### src/rtl/dkcp_map.vh
// Constants of the disk controller host command block: port selects, status
// bit positions, mode bit positions, command codes and fill patterns.
// Assumes inclusion by the block's design files only.
`ifndef DKCP_MAP_VH
`define DKCP_MAP_VH

// Register select values on the host port
`define DKCP_SEL_CTRL 1'b0
`define DKCP_SEL_DATA 1'b1

// Status byte bit positions
`define DKCP_ST_BUSY 7
`define DKCP_ST_REJECT 6
`define DKCP_ST_DONE 5
`define DKCP_ST_SEEK 4
`define DKCP_ST_FAULT 3
`define DKCP_ST_ABN 2
`define DKCP_ST_POLL 1
`define DKCP_STATUS_RESET 8'h00

// Mode byte zero bit positions
`define DKCP_M0_SECTOR_FORMAT_BIT 7
`define DKCP_M0_CODE 6
`define DKCP_M0_PORT 5
`define DKCP_M0_PAD 4
`define DKCP_M0_ECC 3
`define DKCP_M0_POLY 2
`define DKCP_M0_SEED 1
`define DKCP_M0_AUTO_CORRECT_BIT 0
// Mode byte one bit positions
`define DKCP_M1_DMA 7
`define DKCP_M1_BURST 6
`define DKCP_M1_DONEM 5
`define DKCP_M1_SEEKM 4
`define DKCP_M1_FAULTM 3
`define DKCP_MODE_RESET 8'h00

// Command codes
`define DKCP_CMD_CONFIG 8'hE8
`define DKCP_CMD_RECALL 8'h08
`define DKCP_CMD_SEEK 8'hC0
`define DKCP_CMD_RECAL 8'hC8
`define DKCP_CMD_READ 8'h40
`define DKCP_CMD_WRITE 8'h87
`define DKCP_CMD_FORMAT 8'hA3
`define DKCP_CMD_M2B 8'h90
`define DKCP_CMD_B2M 8'h50
`define DKCP_CMD_OPEN_BUFFER_READ_COMMAND 8'h30
`define DKCP_CMD_OPEN_BUFFER_WRITE_COMMAND 8'h38

// Fill patterns, seeds, polynomials and check code lengths
`define DKCP_PAD_GAP 8'h4E
`define DKCP_PAD_ZERO 8'h00
`define DKCP_SEED_ONES 16'hFFFF
`define DKCP_SEED_ZERO 16'h0000
`define DKCP_POLY_CCITT 16'h1021
`define DKCP_POLY_PLAIN 16'h0001
`define DKCP_ECC_POLY 32'h00A00805
`define DKCP_CRC_BYTES 3'h2
`define DKCP_ECC_BYTES 3'h4

// Execution time of a command without data, in cycles
`define DKCP_EXEC_CYCLES 8'h08
// Step pulse width in cycles
`define DKCP_STEP_CYCLES 8'h04

`endif

### src/rtl/dkcp_core.v
// Host command protocol core of the disk controller: status byte, command
// byte, parameter block, one data buffer, mode bits, DMA and drive stream.
// Assumes a host and a DMA controller on the same clock; drive side is
// reduced to a byte stream, a 5-bit bus and a step output.
`include "dkcp_map.vh"

module dkcp_core #(
    parameter BUF_DEPTH = 256,
    parameter PB_DEPTH = 16,
    parameter XFER_WORDS = 16
) (
    input wire clk,
    input wire arst_n,
    input wire host_sel,
    input wire [7:0] host_wdata,
    input wire host_wr,
    input wire host_rd,
    output reg [7:0] host_rdata,
    output wire irq_n,
    output wire dma_req,
    input wire dma_ack,
    input wire [7:0] dma_wdata,
    output reg [7:0] dma_rdata,
    input wire seek_done_in,
    input wire drive_fault_in,
    output reg [7:0] drive_data,
    output reg drive_data_valid,
    output wire [4:0] drive_bus_out,
    output wire [4:0] drive_bus_oe,
    input wire [4:0] drive_bus_in,
    output wire step_pulse,
    output wire nrz_mode,
    output wire hard_sector
);
    // Controller states
    localparam ST_IDLE = 3'd0;
    localparam ST_EXEC = 3'd1;
    localparam ST_DMA = 3'd2;
    localparam ST_DRIVE = 3'd3;
    localparam ST_END = 3'd4;
    // Drive stream phases
    localparam PH_DATA = 2'd0;
    localparam PH_CODE = 2'd1;
    localparam PH_PAD = 2'd2;

    reg [2:0] state_reg; // Controller state
    reg [7:0] status_byte; // Flags seen by host
    reg [7:0] command_byte; // Last command
    reg [7:0] mode_byte_zero; // Configure byte zero
    reg [7:0] mode_byte_one; // Configure byte one
    reg [7:0] parameter_block [0:PB_DEPTH-1];
    reg [7:0] data_buf [0:BUF_DEPTH-1];
    reg [3:0] pb_ptr_reg; // Parameter block pointer
    reg [7:0] buf_ptr_reg; // Buffer pointer
    reg buf_open_reg; // Data port reaches buffer
    reg [7:0] cnt_reg; // Cycle or byte counter
    reg [1:0] phase_reg; // Drive stream phase
    reg dma_gap_reg; // Cycle steal idle slot
    reg seek_seen_reg; // Seek end caught in command
    reg fault_seen_reg; // Fault caught in command
    reg [7:0] step_cnt_reg; // Step pulse timer
    reg check_start; // Check generator preload
    reg [7:0] step_src; // Byte feeding check
    wire [31:0] code_reg; // Running check value
    integer k;

    // Mode bit views
    wire dma_mode = mode_byte_one[`DKCP_M1_DMA];
    wire ecc_mode = mode_byte_zero[`DKCP_M0_ECC];
    wire bus_port = mode_byte_zero[`DKCP_M0_PORT];
    wire [2:0] code_len = ecc_mode ? `DKCP_ECC_BYTES : `DKCP_CRC_BYTES;

    // Command classes
    function is_disk;
        input [7:0] c;
        begin
            is_disk = (c == `DKCP_CMD_READ) || (c == `DKCP_CMD_WRITE) || (c == `DKCP_CMD_FORMAT);
        end
    endfunction
    function is_buf_dma;
        input [7:0] c;
        begin
            is_buf_dma = (c == `DKCP_CMD_M2B) || (c == `DKCP_CMD_B2M);
        end
    endfunction
    function is_seek;
        input [7:0] c;
        begin
            is_seek = (c == `DKCP_CMD_SEEK) || (c == `DKCP_CMD_RECAL);
        end
    endfunction

    // Pad byte: 4E only for soft sector with pad bit set
    wire [7:0] pad_byte = (!mode_byte_zero[`DKCP_M0_SECTOR_FORMAT_BIT] && mode_byte_zero[`DKCP_M0_PAD]) ?
        `DKCP_PAD_GAP : `DKCP_PAD_ZERO;

    // Interrupt from unmasked sticky flags
    assign irq_n = !((status_byte[`DKCP_ST_DONE] && !mode_byte_one[`DKCP_M1_DONEM]) ||
        (status_byte[`DKCP_ST_SEEK] && !mode_byte_one[`DKCP_M1_SEEKM]) ||
        (status_byte[`DKCP_ST_FAULT] && !mode_byte_one[`DKCP_M1_FAULTM]));

    // DMA request during DMA phase; cycle steal leaves idle slots
    assign dma_req = (state_reg == ST_DMA) &&
        (mode_byte_one[`DKCP_M1_BURST] || !dma_gap_reg);

    // Drive pins change function with port type
    assign drive_bus_out = bus_port ? command_byte[4:0] : 5'h00;
    assign drive_bus_oe = (bus_port && state_reg == ST_EXEC && is_seek(command_byte)) ?
        5'h1F : 5'h00;
    assign step_pulse = !bus_port && (step_cnt_reg != 8'h00);
    assign nrz_mode = mode_byte_zero[`DKCP_M0_CODE];
    assign hard_sector = mode_byte_zero[`DKCP_M0_SECTOR_FORMAT_BIT];

    // Byte folded into the check
    always @* begin
        step_src = data_buf[buf_ptr_reg];
    end

    dkcp_check u_check (
        .clk(clk),
        .arst_n(arst_n),
        .start(check_start),
        .ecc_mode(ecc_mode),
        .poly_select_bit(mode_byte_zero[`DKCP_M0_POLY]),
        .seed_select_bit(mode_byte_zero[`DKCP_M0_SEED]),
        .byte_valid(state_reg == ST_DRIVE && phase_reg == PH_DATA),
        .byte_in(step_src),
        .code_reg(code_reg)
    );

    // Host read data, one cycle after the strobe
    always @(posedge clk or negedge arst_n) begin
        if (!arst_n) begin
            host_rdata <= 8'h00;
        end else if (host_rd) begin
            if (host_sel == `DKCP_SEL_CTRL)
                host_rdata <= status_byte;
            else if (buf_open_reg)
                host_rdata <= data_buf[buf_ptr_reg];
            else
                host_rdata <= parameter_block[pb_ptr_reg];
        end
    end

    // Memory arrays without reset: contents are undefined until written,
    // so a disk command run on a fresh buffer streams unknown data
    always @(posedge clk) begin
        // Host data port writes
        if (host_wr && host_sel == `DKCP_SEL_DATA) begin
            if (buf_open_reg)
                data_buf[buf_ptr_reg] <= host_wdata;
            else if (state_reg != ST_EXEC && state_reg != ST_DRIVE && state_reg != ST_DMA)
                parameter_block[pb_ptr_reg] <= host_wdata;
        end
        // DMA writes into buffer for memory to buffer
        if (state_reg == ST_DMA && dma_ack && command_byte == `DKCP_CMD_M2B)
            data_buf[buf_ptr_reg] <= dma_wdata;
        // Results at completion
        if (state_reg == ST_EXEC && cnt_reg == 8'h00 && !is_buf_dma(command_byte) &&
            !is_disk(command_byte)) begin
            parameter_block[0] <= status_byte;
            parameter_block[1] <= {3'b000, drive_bus_in};
        end
        if (state_reg == ST_DRIVE && phase_reg == PH_PAD) begin
            for (k = 0; k < 4; k = k + 1)
                parameter_block[k] <= code_reg[k*8 +: 8];
        end
    end

    // Main control sequence
    always @(posedge clk or negedge arst_n) begin
        if (!arst_n) begin
            state_reg <= ST_IDLE;
            status_byte <= `DKCP_STATUS_RESET;
            command_byte <= 8'h00;
            mode_byte_zero <= `DKCP_MODE_RESET;
            mode_byte_one <= `DKCP_MODE_RESET;
            pb_ptr_reg <= 4'h0;
            buf_ptr_reg <= 8'h00;
            buf_open_reg <= 1'b0;
            cnt_reg <= 8'h00;
            phase_reg <= PH_DATA;
            dma_gap_reg <= 1'b0;
            seek_seen_reg <= 1'b0;
            fault_seen_reg <= 1'b0;
            step_cnt_reg <= 8'h00;
            check_start <= 1'b0;
            drive_data <= 8'h00;
            drive_data_valid <= 1'b0;
            dma_rdata <= 8'h00;
        end else begin
            check_start <= 1'b0;
            drive_data_valid <= 1'b0;
            if (step_cnt_reg != 8'h00)
                step_cnt_reg <= step_cnt_reg - 8'h01;
            // Drive events caught during a command
            if (seek_done_in && state_reg != ST_IDLE && state_reg != ST_END)
                seek_seen_reg <= 1'b1;
            if (drive_fault_in && state_reg != ST_IDLE && state_reg != ST_END)
                fault_seen_reg <= 1'b1;
            // Data port pointer advances on every access
            if ((host_wr || host_rd) && host_sel == `DKCP_SEL_DATA) begin
                if (buf_open_reg)
                    buf_ptr_reg <= buf_ptr_reg + 8'h01;
                else
                    pb_ptr_reg <= pb_ptr_reg + 4'h1;
            end
            // Command byte write
            if (host_wr && host_sel == `DKCP_SEL_CTRL) begin
                command_byte <= host_wdata;
                if (host_wdata == `DKCP_CMD_RECALL) begin
                    status_byte <= 8'h00;
                    pb_ptr_reg <= 4'h0;
                    buf_open_reg <= 1'b0;
                    state_reg <= ST_IDLE;
                end else if (state_reg == ST_IDLE) begin
                    status_byte[`DKCP_ST_BUSY] <= 1'b1;
                    state_reg <= ST_EXEC;
                    cnt_reg <= `DKCP_EXEC_CYCLES;
                    buf_open_reg <= 1'b0;
                    seek_seen_reg <= 1'b0;
                    fault_seen_reg <= 1'b0;
                    if (host_wdata == `DKCP_CMD_CONFIG) begin
                        mode_byte_zero <= parameter_block[0];
                        mode_byte_one <= parameter_block[1];
                    end
                    if (is_seek(host_wdata))
                        step_cnt_reg <= `DKCP_STEP_CYCLES;
                end
            end else begin
                case (state_reg)
                    ST_EXEC: begin
                        // Busy already set; run after it
                        if (cnt_reg != 8'h00) begin
                            cnt_reg <= cnt_reg - 8'h01;
                            // Preload the check one cycle ahead, so that the
                            // first data byte is folded in as well
                            check_start <= (cnt_reg == 8'h01) && is_disk(command_byte);
                        end else if (is_disk(command_byte)) begin
                            state_reg <= ST_DRIVE;
                            phase_reg <= PH_DATA;
                            buf_ptr_reg <= 8'h00;
                            cnt_reg <= 8'hFF;
                        end else if (is_buf_dma(command_byte)) begin
                            state_reg <= ST_DMA;
                            buf_ptr_reg <= parameter_block[1];
                            cnt_reg <= XFER_WORDS[7:0];
                        end else begin
                            if (command_byte == `DKCP_CMD_OPEN_BUFFER_READ_COMMAND || command_byte == `DKCP_CMD_OPEN_BUFFER_WRITE_COMMAND) begin
                                buf_open_reg <= 1'b1;
                                buf_ptr_reg <= parameter_block[1];
                            end
                            state_reg <= ST_END;
                        end
                    end
                    ST_DMA: begin
                        // One word per acknowledge
                        dma_gap_reg <= dma_ack && !dma_gap_reg;
                        if (dma_ack) begin
                            dma_rdata <= data_buf[buf_ptr_reg];
                            buf_ptr_reg <= buf_ptr_reg + 8'h01;
                            cnt_reg <= cnt_reg - 8'h01;
                            if (cnt_reg == 8'h01)
                                state_reg <= ST_END;
                        end
                    end
                    ST_DRIVE: begin
                        drive_data_valid <= 1'b1;
                        case (phase_reg)
                            PH_DATA: begin
                                drive_data <= step_src;
                                buf_ptr_reg <= buf_ptr_reg + 8'h01;
                                cnt_reg <= cnt_reg - 8'h01;
                                if (cnt_reg == 8'h00) begin
                                    phase_reg <= PH_CODE;
                                    cnt_reg <= {5'h00, code_len};
                                end
                            end
                            PH_CODE: begin
                                drive_data <= ecc_mode ? code_reg[{cnt_reg[1:0] - 2'd1, 3'b000} +: 8] :
                                    code_reg[{cnt_reg[0] ^ 1'b1, 3'b000} +: 8];
                                cnt_reg <= cnt_reg - 8'h01;
                                if (cnt_reg == 8'h01)
                                    phase_reg <= PH_PAD;
                            end
                            PH_PAD: begin
                                drive_data <= pad_byte;
                                // Correction step applies only when enabled
                                if (mode_byte_zero[`DKCP_M0_AUTO_CORRECT_BIT] && command_byte == `DKCP_CMD_READ)
                                    buf_ptr_reg <= 8'h00;
                                state_reg <= dma_mode ? ST_DMA : ST_END;
                                cnt_reg <= XFER_WORDS[7:0];
                            end
                            default: phase_reg <= PH_DATA;
                        endcase
                    end
                    ST_END: begin
                        // Completion flags, busy drops
                        if (status_byte[`DKCP_ST_BUSY]) begin
                            status_byte[`DKCP_ST_BUSY] <= 1'b0;
                            status_byte[`DKCP_ST_REJECT] <= 1'b1;
                            status_byte[`DKCP_ST_DONE] <= 1'b1;
                            status_byte[`DKCP_ST_SEEK] <= seek_seen_reg;
                            status_byte[`DKCP_ST_FAULT] <= fault_seen_reg;
                            status_byte[`DKCP_ST_ABN] <= fault_seen_reg;
                        end
                    end
                    default: state_reg <= ST_IDLE;
                endcase
            end
        end
    end
endmodule // dkcp_core

### src/rtl/dkcp_check.v
// Check code generator for the drive data stream: CRC-16 with selectable
// polynomial and seed, or a 32-bit error correcting code with zero seed.
// Assumes one byte per cycle while byte_valid is high.
`include "dkcp_map.vh"

module dkcp_check (
    input wire clk,
    input wire arst_n,
    input wire start,
    input wire ecc_mode,
    input wire poly_select_bit,
    input wire seed_select_bit,
    input wire byte_valid,
    input wire [7:0] byte_in,
    output reg [31:0] code_reg
);
    // Next check value after one byte, MSB first
    function [31:0] dkcp_step;
        input [31:0] cur;
        input [7:0] din;
        input ecc;
        input poly_sel;
        integer i;
        reg [31:0] c;
        reg fb;
        begin
            c = cur;
            for (i = 7; i >= 0; i = i - 1) begin
                if (ecc) begin
                    fb = c[31] ^ din[i];
                    c = {c[30:0], 1'b0} ^ (fb ? `DKCP_ECC_POLY : 32'h00000000);
                end else begin
                    fb = c[15] ^ din[i];
                    c[15:0] = {c[14:0], 1'b0} ^
                        (fb ? (poly_sel ? `DKCP_POLY_CCITT : `DKCP_POLY_PLAIN) : 16'h0000);
                    c[31:16] = 16'h0000;
                end
            end
            dkcp_step = c;
        end
    endfunction

    // Preload on start, otherwise fold in each byte
    always @(posedge clk or negedge arst_n) begin
        if (!arst_n) begin
            code_reg <= 32'h00000000;
        end else if (start) begin
            // Seed of the error code stays zero
            code_reg <= ecc_mode ? 32'h00000000 :
                {16'h0000, seed_select_bit ? `DKCP_SEED_ONES : `DKCP_SEED_ZERO};
        end else if (byte_valid) begin
            code_reg <= dkcp_step(code_reg, byte_in, ecc_mode, poly_select_bit);
        end
    end
endmodule // dkcp_check

### config.mk
export PLATFORM = sky130hd
export DESIGN_NAME = dkcp_core
export DESIGN_NICKNAME = d
export VERILOG_FILES = /design/src/rtl/dkcp_core.v /design/src/rtl/dkcp_check.v
export VERILOG_INCLUDE_DIRS = /design/src /design/src/rtl
export SDC_FILE = /design/constraint.sdc
export NUM_CORES = 2
export LEC_CHECK = 0
export BUFFER_PORTS_ARGS = -buffer_cell sky130_fd_sc_hd__buf_2
export CAP_MARGIN = 5
export CELL_PAD_IN_SITES_DETAIL_PLACEMENT = 0
export CELL_PAD_IN_SITES_GLOBAL_PLACEMENT = 1
export CORE_ASPECT_RATIO = 0.7
export CORE_MARGIN = 2
export CORE_UTILIZATION = 40
export DETAILED_ROUTE_END_ITERATION = 12
export MAX_ROUTING_LAYER = met4
export PLACE_DENSITY_LB_ADDON = 0.2
export SLEW_MARGIN = 20
export SYNTH_ARGS = -nofsm -noshare
export SYNTH_HDL_FRONTEND = slang
export SYNTH_SLANG_ARGS = --single-unit
export TNS_END_PERCENT = 10
### constraint.sdc
create_clock -name clk -period 4.27 [get_ports clk]
set_input_delay 0.427 -clock clk [delete_from_list [all_inputs] [get_ports clk]]
set_output_delay 0.427 -clock clk [all_outputs]
set_load 0.01 [all_outputs]
==> flow_summary.ini <==
[worst_hold_path]
hold_class = in -> reg
worstHoldStart = host_wdata[4]
holdPathStages = 4
hold_end = command_byte[4]$_DFFE_PN0P_

[final_layout]
largest_reg_flops = 2048
design_area_mm2 = 0.110
nNetsFinal = 5660
area_growth_pct = 19.4
final_common_cell = edfxtp_1
layout-drive-gt1-share = 0.326
mostFrequentLayoutCells = 2176 x edfxtp_1, 707 x buf_4, 553 x mux4_2

[cts]
cts_tree = built
cts_buffer_depth = 4
worstSkewPairLatency_ps = 890
clkSinkCount = 2296
cts_root_buffer = clkbuf_16
h-tree-depth = 4
cts.clk_slew.worst_paths_ps = 70
numCtsBuffers = 222

[setup_path]
critPathKind = reg -> reg
end_kind = flop
worstReg2RegEnd = u_check.code_reg[12]$_DFFE_PN0P_
slowest_delay_ps = 610
worstSetupStartpoint = buf_ptr_reg[5]$_DFF_PN0_
rrSetupSlack_ps = -90
path_cells = buf_4 > nand2b_1 > buf_4 > buf_4 > a21oi_1 > nor4_2 > buf_4 > o311ai_4 > o31ai_4 > buf_4 > buf_4 > xor2_1 > o22ai_1 > xnor2_2 > xor2_1 > buf_4 > o31ai_1
r2r_start = buf_ptr_reg[5]$_DFF_PN0_
critical_path.max_fanout = 8
cpMostUsedCell = buf_4
critPathArrivalTime_ps = 5130
r2r_cells = 17
required_ps = 5040
crit_path_start_kind = flop
crit_slowest_cell = dfrtp_2

[timing]
slew_viol_final = 0
slew_headroom = 0.302
fin_crit_sh = 1.02
setup_tns_ps = -280
fin_crit_ps = 4360
setup_violations = 7
worst_slack_ps = -88.2
skew_ps = 59.3
tightest_slew_ps = 1050
finalHoldViolCount = 0
max_freq_ghz = 0.229
rsz0062_at_grt = true

[route]
viasPerCell = 5.90
ant_nets = 0
post-route-drc-count = 0
vias = 52200
dr.pass1.iters = 5
drt-initial-drc-count = 7579
totalWireLength_um = 291000
post_drt_wl_per_cell_um = 32.9

[synth]
synthArstFlopShare = 0.0523
synth_area_mm2 = 0.0920
ys_seq_area_frac = 0.743
avgSynthCellArea_um2 = 19.2
synth_fp_nets = 4836
synth_flop_cell = edfxtp_1
yosysWarnings = 0
ys_ff_latch = 2296
ys_types = 82
synthCells = 4790
synth_edf_count = 2176

[floorplan]
initial_core_util = 0.402
fp.dieH_um = 405
core_mm2 = 0.229
chipWidth_um = 577
ios = 69
rows = 147
die_area_mm2 = 0.234

[run_status]
status = finished, violations left
violations = negative setup slack

[pwr]
switching_power_mw = 14.9
total_leakage_power_nw = 36.1
vdd_drop_max_mv = 0.351
swShare = 0.264
pwr-share-clk = 0.354
p_int_mw = 41.4
p_comb_frac = 0.196
cellPowerDensity_mw_per_mm2 = 513
sequentialPowerShare = 0.450

[place]
dp_hpwl_um = 196000
placed_area_mm2 = 0.101
gp_congestion = 0.908
io_buffers = 68

[global_routing]
antenna_found_initial = 19
overflow = 0
grt_max_degree = 111
grt_pass1_wl_um = 405000
grt_usage = 0.254
grt_pass1_vias = 50100

[run]
cap_violations = 0
cell usage after synthesis (7+ instances only):
cell | number | area [um2]
a2111oi_0 | 7 | 61.3
a211oi_1 | 15 | 113
a21oi_1 | 86 | 430
a221oi_1 | 19 | 166
a22o_1 | 19 | 166
a22oi_1 | 72 | 541
a31oi_1 | 30 | 188
and2_1 | 14 | 87.6
and3_1 | 12 | 75.1
buf_1 | 20 | 75.1
buf_2 | 62 | 310
buf_4 | 57 | 428
buf_6 | 16 | 180
clkbuf_1 | 130 | 488
dfrtp_1 | 120 | 3000
edfxtp_1 | 2176 | 65300
ha_1 | 17 | 213
inv_1 | 25 | 93.8
mux2_2 | 33 | 372
mux2i_1 | 127 | 1270
mux4_2 | 553 | 12500
nand2_1 | 297 | 1110
nand2b_1 | 16 | 100
nand3_1 | 44 | 220
nand4_1 | 15 | 93.8
nor2_1 | 400 | 1500
nor2b_1 | 19 | 119
nor3_1 | 29 | 145
nor4_1 | 12 | 75.1
o211ai_1 | 7 | 52.6
o21ai_0 | 99 | 495
o22ai_1 | 42 | 263
xnor2_1 | 49 | 429
xor2_1 | 33 | 289
stage by stage:
stage / power [mW] / util / hold WS [ps] / setup WS [ps] / instances
6_report: 56.3 / 0.480 / 52.6 / -88.2 / 8855
5_1_grt: 58.1 / 0.480 / 41.6 / -199 / 8849
4_1_cts: 56.2 / 0.476 / 3.34 / -40.4 / 8800
3_5_place_dp: 36.2 / 0.443 / 438 / -459 / 8384
3_3_place_gp: 36.2 / 0.443 / 440 / -533 / 8384
2_1_floorplan: 31.8 / - / 131 / 525 / 4790
worst max-delay path by stage:
stage	end	slack [ps]	depth (start not counted)
global placement	u_check.code_reg[12]$_DFFE_PN0P_	-530	17
finish	u_check.code_reg[12]$_DFFE_PN0P_	-90	17
CTS	u_check.code_reg[7]$_DFFE_PN0P_	-40	17
floorplan	data_buf[0][5]$_DFFE_PP_	530	5
global route	u_check.code_reg[4]$_DFFE_PN0P_	-200	17
detailed placement	u_check.code_reg[12]$_DFFE_PN0P_	-460	17
timing repair:
item,4_1_cts,5_1_grt
setup endpoints to repair,56,730
pin swaps,6,13
gates resized for setup,52,72
gates cloned,1,4
hold buffers,11,0
buffers inserted,4,40
endpoints found under the hold margin,100,0
kinds of logic (layout without fill, tap and decap cells):
kind of cell               count (synthesis)  in the layout  share of synthesized area
AOI/OAI and AO/OA                        463            463                     0.0335
xor gates and xnor gates                  84             84                    0.00816
adders and majority gates                 17             17                    0.00231
buffers and inverters                    314           1314                     0.0173
DFF                                     2296           2296                      0.743
muxes                                    713            713                      0.153
other                                      0             11                          0
and+or+nand+nor                          903            903                     0.0425
power groups by stage:
| stage | logic, mW | clock network (mW) | registers (mW) |
|---|---|---|---|
| after detailed placement | 10.4 | 0 | 25.8 |
| after global placement | 10.4 | 0 | 25.8 |
| after CTS | 10.7 | 20.2 | 25.3 |
| final | 11.0 | 19.9 | 25.3 |
| after global routing | 11.6 | 21.1 | 25.4 |
| after floorplan | 6.19 | 0 | 25.6 |
worst max-delay path: cells and delay by family (launching register included):
family	cells	cell delay, ps
flip-flops	1	610
XOR/XNOR	3	520
AND/OR/NAND/NOR	2	440
buffers and inverters	7	1430
AO/OA/AOI/OAI	5	1230
area by class of cell:
cell class	count	area [um2]
Antenna cell	11	27.5
Clock buffer	272	5880
Clock inverter	128	1300
Fill cell	19100	119000
Inverter	29	114
Multi-Input combinational cell	2180	22700
Sequential cell	2296	68400
Tap cell	3054	3820
Timing Repair Buffer	885	7680
metal layers:
layer	up-vias	GRT usage	share of wire
li1	21100	-	-
met1	28200	0.404	0.46
met2	2664	0.332	0.41
met3	334	0.0580	0.11
met4	0	0.0454	0.018
met5	-	-	0
Note: power is estimated with default switching activity, not from simulation.
